$ cat src/shc_defs.vh
// constants shared by the standby halt controller and its warm-up counter
// assumes a 100 MHz oscillator-derived clock; only definitions here
`ifndef SHC_DEFS_VH
`define SHC_DEFS_VH

// halt_mode_field codes sampled when the halt instruction completes
`define SHC_HALT_LIGHT 2'h3
`define SHC_HALT_OSC 2'h2
`define SHC_HALT_STOP 2'h1
`define SHC_HALT_RSVD 2'h0

// warmup_select_field codes
`define SHC_WUP_SEL0 2'h0
`define SHC_WUP_SEL1 2'h1
`define SHC_WUP_SEL2 2'h2
`define SHC_WUP_SEL3 2'h3

// warm-up lengths in oscillator cycles
`define SHC_WUP_CYC0 256
`define SHC_WUP_CYC1 256
`define SHC_WUP_CYC2 16384
`define SHC_WUP_CYC3 65536
`define SHC_WUP_W 17

// controller states
`define SHC_ST_RUN 3'h0
`define SHC_ST_LIGHT 3'h1
`define SHC_ST_OSC 3'h2
`define SHC_ST_STOP 3'h3
`define SHC_ST_WARM 3'h4

// reset values
`define SHC_RST_WUP_SEL 2'h0

`endif

$ cat src/shc_standby_ctrl.v
// standby halt controller: enters light, oscillator-only or stop halt on a
// halt pulse from the core and wakes on interrupts or reset
// assumes all inputs synchronous to clk_i and the core waits for cpu_run_o
`timescale 1ns/1ns
`include "shc_defs.vh"

// What this block does
// [RL1] light idle stops the core; only peripherals with run enables keep clocking
// [RL2] oscillator-only idle keeps oscillator running but stops the system clock
// [RL3] oscillator-only idle pin buffers follow drive-select and drive-enable bits
// [RL4] wake requests seen without system clock; exit and restart are clocked
// [RL5] stop state halts everything including the oscillator
// [RL6] stop state pin buffers follow the drive-enable bit only
// [RL7] stop release restarts oscillator; system clock held off through warm-up
// [RL8] warm-up select 01 gives 2^8, 10 gives 2^14, 11 gives 2^16 cycles
// [RL9] external interrupt zero wakes the oscillator-only idle state
// [RL10] halt mode 11 picks light idle, 01 picks stop
// [RL11] wake on level above mask, non-maskable, or masked external 0 to 3
// [RL12] reset leaves any halt; interrupt wake keeps all prior state
// [RL13] warm-up counted on oscillator, loaded at release, clock on at terminal count
// [RL14] core pulses halt once and resumes only once the clock runs again
module shc_standby_ctrl #(
   parameter N_PERIPH = 9,
   parameter WUP_CYC0 = `SHC_WUP_CYC0,
   parameter WUP_CYC1 = `SHC_WUP_CYC1,
   parameter WUP_CYC2 = `SHC_WUP_CYC2,
   parameter WUP_CYC3 = `SHC_WUP_CYC3
) (
   input wire clk_i, // oscillator-derived clock
   input wire nrst_i, // synchronous reset, active low
   input wire halt_req_i, // one-cycle pulse: halt instruction done
   input wire [1:0] halt_mode_field_i, // halt mode select
   input wire [1:0] warmup_select_field_i, // warm-up length select
   input wire drive_sel_i, // pin drive-select bit
   input wire drive_en_i, // pin drive-enable bit
   input wire [N_PERIPH-1:0] idle_run_en_i, // per-peripheral light idle run
   input wire int_req_i, // maskable interrupt pending
   input wire [2:0] int_level_i, // level of pending interrupt
   input wire [2:0] interrupt_mask_level_i, // current core mask
   input wire nmi_i, // non-maskable request
   input wire [3:0] ext_int_i, // external interrupts 0..3, bit 0 is zero
   output reg cpu_run_o, // core may execute
   output reg sysclk_en_o, // system clock gate enable
   output reg osc_en_o, // oscillator enable
   output reg [N_PERIPH-1:0] periph_clk_en_o, // per-peripheral clock enable
   output reg pin_hold_o, // pins keep pre-halt state
   output reg pin_cond_a_o, // pin buffers in condition A
   output reg pin_cond_b_o, // pin buffers in condition B
   output reg warmup_busy_o, // warm-up in progress
   output reg wake_o, // one-cycle pulse: core restarts
   output reg wake_take_int_o, // with wake_o: service the interrupt
   output reg [2:0] state_o // controller state
);

   localparam ST_RUN = `SHC_ST_RUN;
   localparam ST_LIGHT = `SHC_ST_LIGHT;
   localparam ST_OSC = `SHC_ST_OSC;
   localparam ST_STOP = `SHC_ST_STOP;
   localparam ST_WARM = `SHC_ST_WARM;
   localparam [`SHC_WUP_W-1:0] CYC0 = WUP_CYC0;
   localparam [`SHC_WUP_W-1:0] CYC1 = WUP_CYC1;
   localparam [`SHC_WUP_W-1:0] CYC2 = WUP_CYC2;
   localparam [`SHC_WUP_W-1:0] CYC3 = WUP_CYC3;

   reg [2:0] state_q;
   reg [2:0] state_d;
   reg [1:0] wup_sel_q;
   reg [1:0] wup_sel_d;
   reg take_int_q;
   reg take_int_d;
   reg wake_d;
   reg warm_load;
   reg [`SHC_WUP_W-1:0] warm_val;
   wire warm_done;
   wire above_mask;
   wire serviced;
   wire wake_any;
   wire drive_cond_a_osc;
   wire drive_cond_a_stop;

   // wake detection is pure combinational logic, no clock needed to see it
   assign above_mask = int_req_i && (int_level_i > interrupt_mask_level_i); // see [RL4]
   assign serviced = nmi_i || above_mask; // see [RL11]
   // masked external 0..3 still wake; the controller never clears their flags
   assign wake_any = serviced || (ext_int_i != 4'h0); // see [RL11] see [RL9]

   // pin condition decode: both drive bits for oscillator-only idle, drive-enable alone for stop
   assign drive_cond_a_osc = !drive_en_i && drive_sel_i; // see [RL3]
   assign drive_cond_a_stop = !drive_en_i; // see [RL6]

   // warm-up length select, latched at halt entry so it survives the halt
   always @* begin
      case (wup_sel_q) // see [RL8]
         `SHC_WUP_SEL1: warm_val = CYC1;
         `SHC_WUP_SEL2: warm_val = CYC2;
         `SHC_WUP_SEL3: warm_val = CYC3;
         default: warm_val = CYC0;
      endcase
   end

   // halt state machine; every exit is taken on a clock edge
   always @* begin
      state_d = state_q;
      wup_sel_d = wup_sel_q;
      take_int_d = take_int_q;
      wake_d = 1'b0;
      warm_load = 1'b0;
      case (state_q)
         ST_RUN: begin
            if (halt_req_i) begin // see [RL14]
               wup_sel_d = warmup_select_field_i;
               case (halt_mode_field_i) // see [RL10]
                  `SHC_HALT_STOP: state_d = ST_STOP;
                  `SHC_HALT_OSC: state_d = ST_OSC;
                  default: state_d = ST_LIGHT;
               endcase
            end
         end
         ST_LIGHT, ST_OSC: begin
            if (wake_any) begin // see [RL4]
               take_int_d = serviced;
               wake_d = 1'b1;
               state_d = ST_RUN;
            end
         end
         ST_STOP: begin
            if (wake_any) begin
               take_int_d = serviced;
               warm_load = 1'b1; // see [RL13]
               state_d = ST_WARM;
            end
         end
         ST_WARM: begin
            if (warm_done) begin // see [RL7]
               wake_d = 1'b1;
               state_d = ST_RUN;
            end
         end
         default: state_d = ST_RUN;
      endcase
   end

   // state registers; interrupt wake keeps everything, reset clears it
   always @(posedge clk_i) begin
      if (!nrst_i) begin // see [RL12]
         state_q <= ST_RUN;
         wup_sel_q <= `SHC_RST_WUP_SEL;
         take_int_q <= 1'b0;
      end else begin
         state_q <= state_d;
         wup_sel_q <= wup_sel_d;
         take_int_q <= take_int_d;
      end
   end

   // warm-up counter runs on the oscillator once it restarts
   shc_warmup_cnt #(
      .W(`SHC_WUP_W)
   ) u_warm (
      .clk_i(clk_i),
      .nrst_i(nrst_i),
      .load_i(warm_load),
      .load_val_i(warm_val),
      .done_o(warm_done)
   );

   // registered outputs decoded from the next state so they line up with it
   always @(posedge clk_i) begin
      if (!nrst_i) begin
         cpu_run_o <= 1'b1;
         sysclk_en_o <= 1'b1;
         osc_en_o <= 1'b1;
         periph_clk_en_o <= {N_PERIPH{1'b1}};
         pin_hold_o <= 1'b0;
         pin_cond_a_o <= 1'b0;
         pin_cond_b_o <= 1'b0;
         warmup_busy_o <= 1'b0;
         wake_o <= 1'b0;
         wake_take_int_o <= 1'b0;
         state_o <= ST_RUN;
      end else begin
         cpu_run_o <= (state_d == ST_RUN); // see [RL1]
         // clock stays gated through warm-up, only terminal count reopens it
         sysclk_en_o <= (state_d == ST_RUN); // see [RL2] see [RL7]
         osc_en_o <= (state_d != ST_STOP); // see [RL5]
         if (state_d == ST_RUN) begin
            periph_clk_en_o <= {N_PERIPH{1'b1}};
         end else if (state_d == ST_LIGHT) begin
            periph_clk_en_o <= idle_run_en_i; // see [RL1]
         end else begin
            periph_clk_en_o <= {N_PERIPH{1'b0}}; // see [RL2] see [RL5]
         end
         pin_hold_o <= (state_d == ST_LIGHT);
         if (state_d == ST_OSC) begin
            pin_cond_a_o <= drive_cond_a_osc; // see [RL3]
            pin_cond_b_o <= !drive_cond_a_osc;
         end else if (state_d == ST_STOP || state_d == ST_WARM) begin
            pin_cond_a_o <= drive_cond_a_stop; // see [RL6]
            pin_cond_b_o <= !drive_cond_a_stop;
         end else begin
            pin_cond_a_o <= 1'b0;
            pin_cond_b_o <= 1'b0;
         end
         warmup_busy_o <= (state_d == ST_WARM);
         wake_o <= wake_d;
         wake_take_int_o <= wake_d && take_int_d;
         state_o <= state_d;
      end
   end

endmodule // shc_standby_ctrl

$ cat src/shc_warmup_cnt.v
// oscillator warm-up down-counter used after the deepest stop state
// assumes clk_i is the restarted oscillator and load_i a one-cycle pulse
`timescale 1ns/1ns

module shc_warmup_cnt #(
   parameter W = 17
) (
   input wire clk_i, // oscillator clock
   input wire nrst_i, // synchronous reset, active low
   input wire load_i, // load pulse on stop release
   input wire [W-1:0] load_val_i, // cycles to wait, at least 1
   output wire done_o // high on the last cycle of the interval
);

   reg [W-1:0] cnt_q;
   reg [W-1:0] cnt_d;

   // count down to one, then park at zero
   always @* begin
      cnt_d = cnt_q;
      if (load_i) begin
         cnt_d = load_val_i;
      end else if (cnt_q != {W{1'b0}}) begin
         cnt_d = cnt_q - {{(W-1){1'b0}}, 1'b1};
      end
   end

   always @(posedge clk_i) begin
      if (!nrst_i) begin
         cnt_q <= {W{1'b0}};
      end else begin
         cnt_q <= cnt_d;
      end
   end

   // terminal count only; a loaded value always passes through one
   assign done_o = (cnt_q == {{(W-1){1'b0}}, 1'b1});

endmodule // shc_warmup_cnt

$ cat config.mk
export PLATFORM = sky130hd
export DESIGN_NAME = shc_standby_ctrl
export DESIGN_NICKNAME = d
export VERILOG_FILES = /design/src/shc_standby_ctrl.v /design/src/shc_warmup_cnt.v
export VERILOG_INCLUDE_DIRS = /design/src
export SDC_FILE = /design/constraint.sdc
export NUM_CORES = 1
export LEC_CHECK = 0
export ABC_AREA = 1
export BUFFER_PORTS_ARGS = -buffer_cell sky130_fd_sc_hd__buf_4
export CAP_MARGIN = 20
export CORE_MARGIN = 2
export CORE_UTILIZATION = 48
export CTS_BUF_LIST = sky130_fd_sc_hd__clkbuf_16
export CTS_CLUSTER_SIZE = 28
export DETAILED_ROUTE_END_ITERATION = 10
export PLACE_DENSITY = 0.72
export SYNTH_ARGS = -nofsm -noshare
export SYNTH_HDL_FRONTEND = slang
export SYNTH_HIERARCHICAL = 1
export SYNTH_SLANG_ARGS = --single-unit
export TNS_END_PERCENT = 30
$ cat constraint.sdc
create_clock -name clk_i -period 1.75 [get_ports clk_i]
set_input_delay 0.175 -clock clk_i [delete_from_list [all_inputs] [get_ports clk_i]]
set_output_delay 0.175 -clock clk_i [all_outputs]
set_load 0.1 [all_outputs]
# [Word-level counts from Yosys, hierarchy flattened]
# Cells that the tools add are included.
[word_totals] ff_bits=40 latch_bits=0 ramBits=0 rom_bits=0 in_bits=30 out_inout_bits=21 mem_count=0
[classes] addsub=1 n_mul=0 div_mod_pow=0 magnitude_cmp=1 n_eq_ne=14 shifts=0 muxes=20 n_bitwise=1 n_reduce_logical=17
[ops] op="two-way mux 17 bit" count=2
[ops] op="one-hot mux 17 bit (2 select lines)" count=1
[ops] op="equality test 17 x 1 -> 1 bit, second input constant" count=1
[ops] op="nonzero test 17 bit" count=1
[ops] op="subtractor 17 x 1 -> 17 bit, second input constant" count=1
[ops] op="equality test 3 x 2 -> 1 bit, second input constant" count=4
[ops] op="two-way mux 3 bit" count=4
[ops] op="one-hot mux 3 bit (4 select lines)" count=1
[ops] op="two-way mux 1 bit" count=9
[ops] op="two-way mux 9 bit" count=1
[ops] op="equality test 2 bit, second input constant" count=3
[ops] op="equality test 3 x 1 -> 1 bit, second input constant" count=2
[ops] op="equality test 3 bit, second input constant" count=2
[ops] op="logical NOT 3 bit" count=2
[ops] op="one-hot mux 2 bit (2 select lines)" count=1
[ops] op="nonzero test 4 bit" count=1
[ops] op="OR reduction 2 bit" count=2
[ops] op="greater-than comparator 3 bit" count=1
[ops] op="logical AND 1 bit" count=3
[ops] op="logical OR 1 bit" count=3
[ops] op="inequality test 3 x 2 -> 1 bit, second input constant" count=1
[ops] op="OR reduction 3 bit" count=1
[ops] op="equality test 2 x 1 -> 1 bit, second input constant" count=1
[ops] op="logical NOT 1 bit" count=2
[ops] op="4 further kinds" count=4

# [Logic depth before layout (Yosys ltp)]
# Gate-level depths: netlist (run 1).
[depth] word_depth=10 mapped_depth=16 depth_no_buf=15

# [By module]
# Netlist (run 1), hierarchy kept.
[modules_own_cells] mod="shc_warmup_cnt" n_inst=1 cells_per_inst=188 area_per_inst_um2=1157.4
[modules_own_cells] mod="shc_standby_ctrl" n_inst=1 cells_per_inst=129 area_per_inst_um2=1001.0

# [Least setup slack after synthesis (run 1)]
# OpenSTA, ideal clock, no wires.
[synth_path] path_kind="register to register" start="register, netlist name state_o[0]" end="register u_warm.cnt_q[9]" setup_ns=0.113 arrival_time_ns=2.330 required_time_ns=1.637 setup_slack_ns=-0.693 stages_incl_launch_ff=12 path_buffers=1 cell_sequence="dfxtp_1 -> inv_1 -> nor3_1 -> nand2_2 -> inv_1 -> buf_4 -> clkinv_1 -> or2_2 -> nand2_1 -> inv_1 -> nand2_1 -> nor2_1"
[synth_rtl] element="end signal: assignment" line_no="shc_warmup_cnt.v:30" rtl="cnt_q <= {W{1'b0}};"
[synth_rtl] element="end signal: assignment" line_no="shc_warmup_cnt.v:32" rtl="cnt_q <= cnt_d;"
[synth_rtl] element="end: declaration" line_no="shc_warmup_cnt.v:15" rtl="reg [W-1:0] cnt_q;"

# [Worst setup path in the final report (run 1)]
[layout_path] start="register u_warm.cnt_q[0]" end="register periph_clk_en_o[0]"
[layout_between] elab_chain_len=5
[layout_lines] element="equality test 17 x 1 -> 1 bit *" line_no="shc_warmup_cnt.v:37" rtl="assign done_o = (cnt_q == {{(W-1){1'b0}}, 1'b1});"
[layout_lines] element="via warm_done" line_no="shc_standby_ctrl.v:74" rtl="wire warm_done;"
[layout_lines] element="two-way mux 3 bit *" line_no="shc_standby_ctrl.v:134" rtl="if (warm_done) begin"
[layout_lines] element="one-hot mux 3 bit (4 select lines) *" line_no="shc_standby_ctrl.v:108" rtl="case (state_q)"
[layout_lines] element="equality test 3 x 1 -> 1 bit / logical NOT 3 bit (equally long branches)" line_no="shc_standby_ctrl.v:188, shc_standby_ctrl.v:186"
[layout_lines] element="two-way mux 9 bit / OR reduction 2 bit (equally long branches)"
[layout_lines] element="end signal: assignment" line_no="shc_standby_ctrl.v:187" rtl="periph_clk_en_o <= {N_PERIPH{1'b1}};"
[layout_lines] element="end signal: assignment" line_no="shc_standby_ctrl.v:189" rtl="periph_clk_en_o <= idle_run_en_i;"
[layout_lines] element="end signal: assignment" line_no="shc_standby_ctrl.v:191" rtl="periph_clk_en_o <= {N_PERIPH{1'b0}};"
[layout_lines] element="end: declaration" line_no="shc_standby_ctrl.v:45" rtl="output reg [N_PERIPH-1:0] periph_clk_en_o,"
# Mark *: on every way through the listed nets, which the timed path passes. The rest lies on a longest branch.
# A chain may end at the register's enable or synchronous reset.

==> impl_metrics.toml, run 1 <==
[job]
drv_cap = 0

[setup_path]
cp.required_ps = 1960
r2r_start = "u_warm/cnt_q[0]"
start_kind = "flip-flop"
critPathMaxFanout = 10
reg2regPathDepth = 8
critical_path_arrival_ps = 1830
r2r_setup_slack_ps = 130
critPathKind = "flip-flop to flip-flop"
crit_path_end_kind = "flip-flop"
reg2reg_to = "periph_clk_en_o[0]"

[sta]
layout_setup_ws_ps = 130
fmax_ghz = 0.617
clock_skew_ps = 4.73
hold_viol_final = 0
min_period_ps = 1620
rsz0062_at_grt = "false"
finalCritPeriodShare_pct = 92.5
finalSetupViolCount = 0
drv_slew = 0

[clocking]
cts.clk_slew.worst_paths_ps = 60
cts-root-buf = "clkbuf_16"
cts_buffers = 5
htreeDepth = 2
cts_tree = "done"
ctsLongestPathBuffers = 2
clock_sinks = 40
clock_latency_ps = 280
ctsHoldBuffers = 0

[detailed_routing]
vias = 2130
wirelength_um = 5030
routedWlPerCell_um = 11.3
drtPass1Iterations = 4
ant_nets = 0
drc = 0
vias_per_cell = 4.78
drt-initial-drc-count = 80

[placement]
io_buffers = 50
dpl_worst_slack_ps = -77.2
routabilityCongestion = 0.868
hpwl_um = 3950

[global_routing]
antenna_found_initial = 0
grt_overflow = 0
grt_usage_pct = 21.1
grt_max_degree = 19
first_global_vias = 1997
grt_pass1_wl_um = 8650

[synthesis]
async_flop_share_pct = 0
synth-edff-count = 0
syn_area_um2 = 2160
postSynthAreaPerCell_um2 = 6.81
synthFlopType = "dfxtp_1"
synth_largest_area_cell = "dfxtp_1"
synth_top_cell_area_share_pct = 37.1
yosysSeqAreaShare_pct = 37.1
synth_cells = 317
yosys_warnings = 6
ys_types = 35
netlist_top_cells_area = "dfxtp_1 37%, nand2_1 13%, nor2_1 10%, nand3_1 6.5%, inv_1 6.4%"
ys_ff_latch = 40

[floorplanning]
rows = 24
io_pins = 51
initial_core_util_pct = 49.6
die_x_um = 71.1
die-height_um = 71.1
fp.dieArea_um2 = 5050
core_um2 = 4350

[layout]
syn_to_final_growth_pct = 34.7
nFillCells = 401
final_common_cell = "nand2_1"
layout_common_cells = "73 x nand2_1, 60 x buf_4, 57 x nor2_1"
seqCellArea_um2 = 812
drive_above_1_share_pct = 27.7
multi_input_comb_area_um2 = 1240
insertedDiodeCount = 0
nets = 429

[status]
status = "finished clean"

[hold_path]
min-delay-start = "idle_run_en_i[4]"
hold_path.class = "input pin to flip-flop"
hold-path-endpoint = "periph_clk_en_o[4]"
hold-path-cell-count = 3

[power]
p_per_area_nw_per_um2 = 1690
power_uw = 4920
leakage_uw = 0.00150
ir_drop_v = 0.000800
worst max-delay path by stage:
stage	startpoint	end	slack (ps)	cells after the start
after global routing	u_warm/cnt_q[13]	periph_clk_en_o[0]	30	10
final	u_warm/cnt_q[0]	periph_clk_en_o[0]	130	8
after detailed placement	int_level_i[2]	u_warm/cnt_q[12]	-80	12
after CTS	u_warm/cnt_q[13]	periph_clk_en_o[0]	80	10
after global placement	int_level_i[2]	u_warm/cnt_q[10]	-20	12
after floorplan	interrupt_mask_level_i[2]	u_warm/cnt_q[9]	-0.3	16
through the flow:
stage	std cells	setup TNS [ps]	cell area (um^2)	utilization, %	hold slack, ps
floorplan	330	-0.347	2230	-	261
CTS	445	0	2900	66.5	111
global placement	437	-64.7	2720	62.5	394
detailed placement	437	-753	2720	62.5	403
finish	446	0	2910	66.8	115
global route	446	0	2910	66.8	114
synth_stat cells, types with 3 or more instances:
master     n
nand2_2    6
a21oi_1   13
inv_1     37
nor2_4     3
nand2_1   73
dfxtp_1   40
nor2_1    59
o211ai_1   3
or2_2      3
nor2_2     8
ha_1       6
o21ai_0    7
a21oi_2    3
nand3_1   28
repair_timing:
item,CTS,global route
cloned,0,0
buffers inserted,0,1
endpoints found under the hold margin,0,0
gates resized for setup,1,1
endpoints found under the setup margin,1,10
critical path, cell delays in order (launching register included):
cell and delay, ps:
dfxtp_1 390, ha_1 180, nand3b_1 100, nor3_2 250, nand3b_1 230, nand2_2 90
nor2_2 130, nor2_4 90, nor2_1 110
routing by layer:
layer / track usage, % / up-vias / share of wire [%]
li1: - / 1131 / -
met1: 25.7 / 951 / 45
met2: 37.6 / 44 / 50
met3: 4.56 / 4 / 4.8
met4: 5.66 / 0 / 0.58
met5: 0 / - / 0
flip-flops by register name, indices dropped and copies added, names as in the netlist:
| register | cells |
|---|---|
| wake_take_int_o | 1 |
| osc_en_o | 1 |
| wup_sel_q | 2 |
| u_warm/cnt_q | 17 |
| state_o | 3 |
| sysclk_en_o | 1 |
| warmup_busy_o | 1 |
| pin_cond_a_o | 1 |
| periph_clk_en_o | 9 |
| wake_o | 1 |
| pin_cond_b_o | 1 |
| take_int_q | 1 |
| pin_hold_o | 1 |
cells by family after synthesis:
group,after synthesis,synth area share [%]
AOI/OAI and AO/OA,30,8.17
and+or+nand+nor,193,41.7
adders and majority gates,6,3.48
buffers and inverters,45,8.58
DFF,40,37.1
other,1,0.174
xor gates and xnor gates,2,0.812
cell type report:
cell class,instances,area share [%]
flip-flops and latches,40,27.9
clock buffers,5,4.30
repair buffers,61,16.2
clock inverters,3,1.59
inverters,40,5.21
multi-input cells,245,42.5
well taps,52,2.24
power breakdown:
| part | total [uW] | internal [uW] | switching, uW |
|---|---|---|---|
| logic | 2570 | 865 | 1710 |
| registers | 1310 | 1130 | 176 |
| clock network | 1030 | 677 | 358 |
| total | 4920 | 2680 | 2240 |
(Power assumes the default switching activity.)
==> run 2, diff against run 1 <==
PLACE_DENSITY = 0.73   (was 0.72)
SYNTH_HIERARCHICAL = unset   (was 1)
==> run 2 against run 1 <==
Effect of this change: register-to-register slack improved by 30 ps; first-iteration DRC count is 35% higher; critical path depth grew 2; utilization decreased by 2.4 points; clock power shrank 15%; critical endpoint is now u_warm.cnt_q[14].
==> impl_metrics.toml, run 2 <==
[clocking]
postCtsSetupBuffers = 0
cts.clk_slew.worst_paths_ps = 60
clock_latency_ps = 280
ctsLongestPathBuffers = 2
cts-root-buf = "clkbuf_16"
cts_buffers = 5
htreeDepth = 2
cts_resized = 0
cts_tree = "done"
ctsHoldBuffers = 0
clock_sinks = 40

[global_routing]
grt_pass1_wl_um = 7180
grt_max_degree = 21
antenna_found_initial = 0
use_met1_pct = 21.5
grt_use_met2_pct = 31.0
top_usage_layer = "met2"
met3_usage_pct = 5.23
first_global_vias = 1670
grt_usage_pct = 18.6
grt_overflow = 0

[setup_path]
critPathKind = "flip-flop to flip-flop"
start_kind = "flip-flop"
critical_path_arrival_ps = 1800
cp.required_ps = 1960
critPathMaxFanout = 5
crit_path_end_kind = "flip-flop"

[status]
status = "finished clean"

[power]
p_per_area_nw_per_um2 = 1500
power_uw = 3920
leakage_uw = 0.00122
ir_drop_v = 0.000809

[synthesis]
synth_cells = 264
postSynthAreaPerCell_um2 = 7.77
async_flop_share_pct = 0
synth_most_common_cell = "nand2_1"
synth-edff-count = 0
synthFlopType = "dfxtp_1"
synth_nets = 301
synth_largest_area_cell = "dfxtp_1"
syn_area_um2 = 2050
ys_types = 36
ys_ff_latch = 40
ys_top_cells_by_count = "52 x nand2_1, 42 x nor2_1, 40 x dfxtp_1"
synth_top_cell_area_share_pct = 39.0
netlist_top_cells_area = "dfxtp_1 39%, nand2_1 9.5%, nor2_1 7.7%, nand2_2 4.6%, ha_1 4.3%"
yosys_warnings = 0
yosysSeqAreaShare_pct = 39.0

[sta]
fmax_ghz = 0.631
slew_headroom_pct = 59.2
finalSetupViolCount = 0
tightest_slew_ps = 612
fin_setup_tns_ps = 0
hold_viol_final = 0
clock_skew_ps = 3.42
min_period_ps = 1590
finalCritPeriodShare_pct = 90.6
rsz0062_at_grt = "false"
drv_slew = 0

[detailed_routing]
drc = 0
drtPass1Iterations = 5
ant_nets = 0
wirelength_um = 4120
routedWlPerCell_um = 11.2
vias_per_cell = 4.82
drt-initial-drc-count = 108
vias = 1772

[floorplanning]
die-height_um = 69.4
rows = 23
initial_core_util_pct = 50.6
core_um2 = 4060
io_pins = 51
fp.dieArea_um2 = 4810
die_x_um = 69.4

[layout]
final_common_cell = "nand2_1"
nFillCells = 355
largest_registers = "u_warm.cnt_q (17), periph_clk_en_o (9), state_o (3)"
seqCellArea_um2 = 805
multi_input_comb_area_um2 = 1090
drive_above_1_share_pct = 34.0
insertedDiodeCount = 0
nets = 354
syn_to_final_growth_pct = 27.3
top_register = "u_warm.cnt_q"
layout_common_cells = "52 x nand2_1, 51 x buf_4, 42 x nor2_1"
largest_register_ffs = 17

[placement]
routabilityCongestion = 0.884
hpwl_um = 3130
io_buffers = 50

[job]
drv_cap = 0

[hold_path]
hold_path.class = "input pin to flip-flop"
[run 2: cell families (layout without fill, tap and decap cells)]
group / after synthesis / after routing / synth area share [%]
compound gates: 16 / 16 / 4.21
xor+xnor: 14 / 14 / 5.98
fa+ha+maj: 7 / 7 / 4.27
buf+inv: 35 / 89 / 7.81
flops: 40 / 40 / 39.0
simple gates: 152 / 152 / 38.7
[run 2: per-layer routing]
layer / vias to the layer above / share of wire [%]
met1: 787 / 45
met2: 45 / 47
met5: - / 0
li1: 933 / -
met3: 7 / 5.6
met4: 0 / 2.6
[run 2: per-stage QoR]
stage                     hold slack, ps  instance area, um^2  utilization (%)  worst slack [ps]  std cells
after detailed placement             385                 2460             60.7              54.6        360
after floorplan                      277                 2060                -               148        264
after global placement               382                 2460             60.7              85.0        360
final                               99.1                 2610             64.4               164        368
after CTS                           92.7                 2610             64.3              91.4        368
after global routing                97.0                 2610             64.4              10.9        368
[run 2: worst paths after layout]
kind / slack, ps / startpoint / end / cells after the start
worst min-delay path: 100 / idle_run_en_i[5] / periph_clk_en_o[5] / 3
worst min register to register: 480 / wup_sel_q[0] / wup_sel_q[0] / 2
worst max-delay path: 160 / u_warm.cnt_q[0] / u_warm.cnt_q[14] / 10
worst max register to register: 160 / u_warm.cnt_q[0] / u_warm.cnt_q[14] / 10
[run 2: where the power goes]
group / internal (uW) / switching, uW
clock: 524 / 350
combinational: 645 / 1200
sequential: 1080 / 127
[run 2: layout make-up]
cell class / instances / area share [%]
clock buffers: 5 / 4.79
clock inverters: 3 / 0.767
inverters: 30 / 4.70
multi-input cells: 189 / 41.9
flip-flops and latches: 40 / 30.8
well taps: 50 / 2.40
repair buffers: 51 / 14.7
[run 2: critical path, stage by stage (launching register included)]
cell and delay, ps:
dfxtp_1 320, inv_1 140, ha_2 240, nand2_2 90
nor2_4 170, nand3_1 120, xor2_1 160, nand2_1 70
o21ai_1 70, nand2_1 60, nor2_1 80
==> run 3, diff against run 2 <==
PLACE_DENSITY = 0.79   (was 0.73)
==> run 3 against run 2 <==
Effect of this change: largest power group unchanged; flip-flop and latch count stayed put; count of clock-buffer cells in the layout stayed put; combinational power hardly changed; clock power is 18% higher; sequential power hardly changed; design area is 0.86% higher; critical path depth stayed put; first-iteration DRC count is 17% lower; cell count stayed put; sequential share of layout area is 0.26 points lower; setup slack better by 11 ps.
==> impl_metrics.toml, run 3 (synthesis gave the netlist of run 2 again) <==
[sta]
clock_skew_ps = 3.51
finalCritPeriodShare_pct = 90.0
slew_headroom_pct = 57.4
min_period_ps = 1570
rsz0062_at_grt = "false"
fin_setup_tns_ps = 0
drv_slew = 0
finalSetupViolCount = 0
tightest_slew_ps = 639
hold_viol_final = 0
fmax_ghz = 0.635

[detailed_routing]
drt-initial-drc-count = 90
vias = 1775
ant_nets = 0
drc = 0
vias_per_cell = 4.82
wirelength_um = 4090
routedWlPerCell_um = 11.1
drtPass1Iterations = 4

[placement]
io_buffers = 50
routabilityCongestion = 0.876
placed_cells = 360
hpwl_um = 3140

[clocking]
cts_resized = 0
postCtsSetupBuffers = 0
ctsHoldBuffers = 0
cts-root-buf = "clkbuf_16"
clock_latency_ps = 280
cts_tree = "done"
cts_buffers = 5
ctsLongestPathBuffers = 2
clock_sinks = 40
htreeDepth = 2
cts.clk_slew.worst_paths_ps = 60

[power]
pwr-share-clk_pct = 25.2
p_comb_share_pct = 45.2
switching_share_pct = 41.4
leakage_uw = 0.00123
p_int_uw = 2390
p_seq_share_pct = 29.6
ir_drop_v = 0.000874
p_per_area_nw_per_um2 = 1550
power.switching_uw = 1690

[layout]
multi_input_comb_area_um2 = 1090
nets = 354
fin_cells = 368
largest_registers = "u_warm.cnt_q (17), periph_clk_en_o (9), state_o (3)"
seqCellArea_um2 = 805
layout_common_cells = "52 x nand2_1, 51 x buf_4, 42 x nor2_1"
top_register = "u_warm.cnt_q"
drive_above_1_share_pct = 34.3
insertedDiodeCount = 0
syn_to_final_growth_pct = 28.4
largest_register_ffs = 17
nFillCells = 352
final_common_cell = "nand2_1"

[floorplanning]
io_pins = 51
fp.dieArea_um2 = 4810
die_x_um = 69.4
rows = 23
initial_core_util_pct = 50.6
die-height_um = 69.4
core_um2 = 4060

[global_routing]
grt_max_degree = 21
first_global_vias = 1675
grt_usage_pct = 18.3
grt_pass1_wl_um = 7130
antenna_found_initial = 0
grt_overflow = 0

[hold_path]
hold_path.class = "input pin to flip-flop"

[setup_path]
cp.required_ps = 1960
critPathMaxFanout = 5
critical_path_arrival_ps = 1790
crit_path_end_kind = "flip-flop"
critPathKind = "flip-flop to flip-flop"
start_kind = "flip-flop"

[status]
status = "finished clean"

[job]
drv_cap = 0
## run 3: cell types whose count changed in the layout (fill, tap and decap cells not counted), sizes merged
| cell | previous run | this run |
|---|---|---|
| clkinvlp | 1 | 0 |
| clkinv | 3 | 4 |
| inv | 29 | 28 |
| bufinv | 0 | 1 |
## run 3: area by class of cell
cell class,count,area share (%)
repair buffers,51,14.5
clock buffers,5,4.75
multi-input cells,189,41.5
flip-flops and latches,40,30.5
inverters,30,4.66
clock inverters,3,1.62
well taps,50,2.38
## run 3: final timing paths
check / end / start / cells after the start / slack, ps
max: u_warm.cnt_q[14] / u_warm.cnt_q[0] / 10 / 180
min: periph_clk_en_o[8] / idle_run_en_i[8] / 3 / 100
min reg2reg: u_warm.cnt_q[1] / u_warm.cnt_q[1] / 2 / 480
max reg2reg: u_warm.cnt_q[14] / u_warm.cnt_q[0] / 10 / 180
## run 3: routing by layer
layer | vias up | GRT usage (%) | share of wire (%)
met5 | - | 0 | 0
met4 | 0 | 8.71 | 1.3
met3 | 5 | 6.25 | 7.4
met2 | 51 | 30.6 | 49
met1 | 789 | 20.9 | 43
li1 | 930 | - | -
## run 3: worst max-delay path: stages (launching register included)
cell     delay, ps
dfxtp_1        330
inv_2          100
ha_2           220
nand2_2        100
nor2_4         180
nand3_1        100
xor2_1         180
nand2_1         80
o21ai_1         70
nand2_1         60
nor2_1          80
## run 3: power by group through the flow
stage	clock, uW	sequential (uW)	combinational, uW
6_report	1030	1210	1840
5_1_grt	1080	1230	2060
4_1_cts	1040	1210	1860
3_5_place_dp	0	1220	1840
3_3_place_gp	0	1220	1800
2_1_floorplan	0	1520	1190
## run 3: through the flow
stage	power (uW)	utilization (%)	hold slack, ps	cell area, um^2	setup WS, ps
floorplan	2710	-	277	2060	148
global placement	3020	60.7	383	2460	102
detailed placement	3060	60.7	385	2460	39.5
CTS	4110	64.8	93.1	2630	77.0
global route	4370	64.9	98.2	2630	53.8
finish	4080	64.9	97.0	2630	175
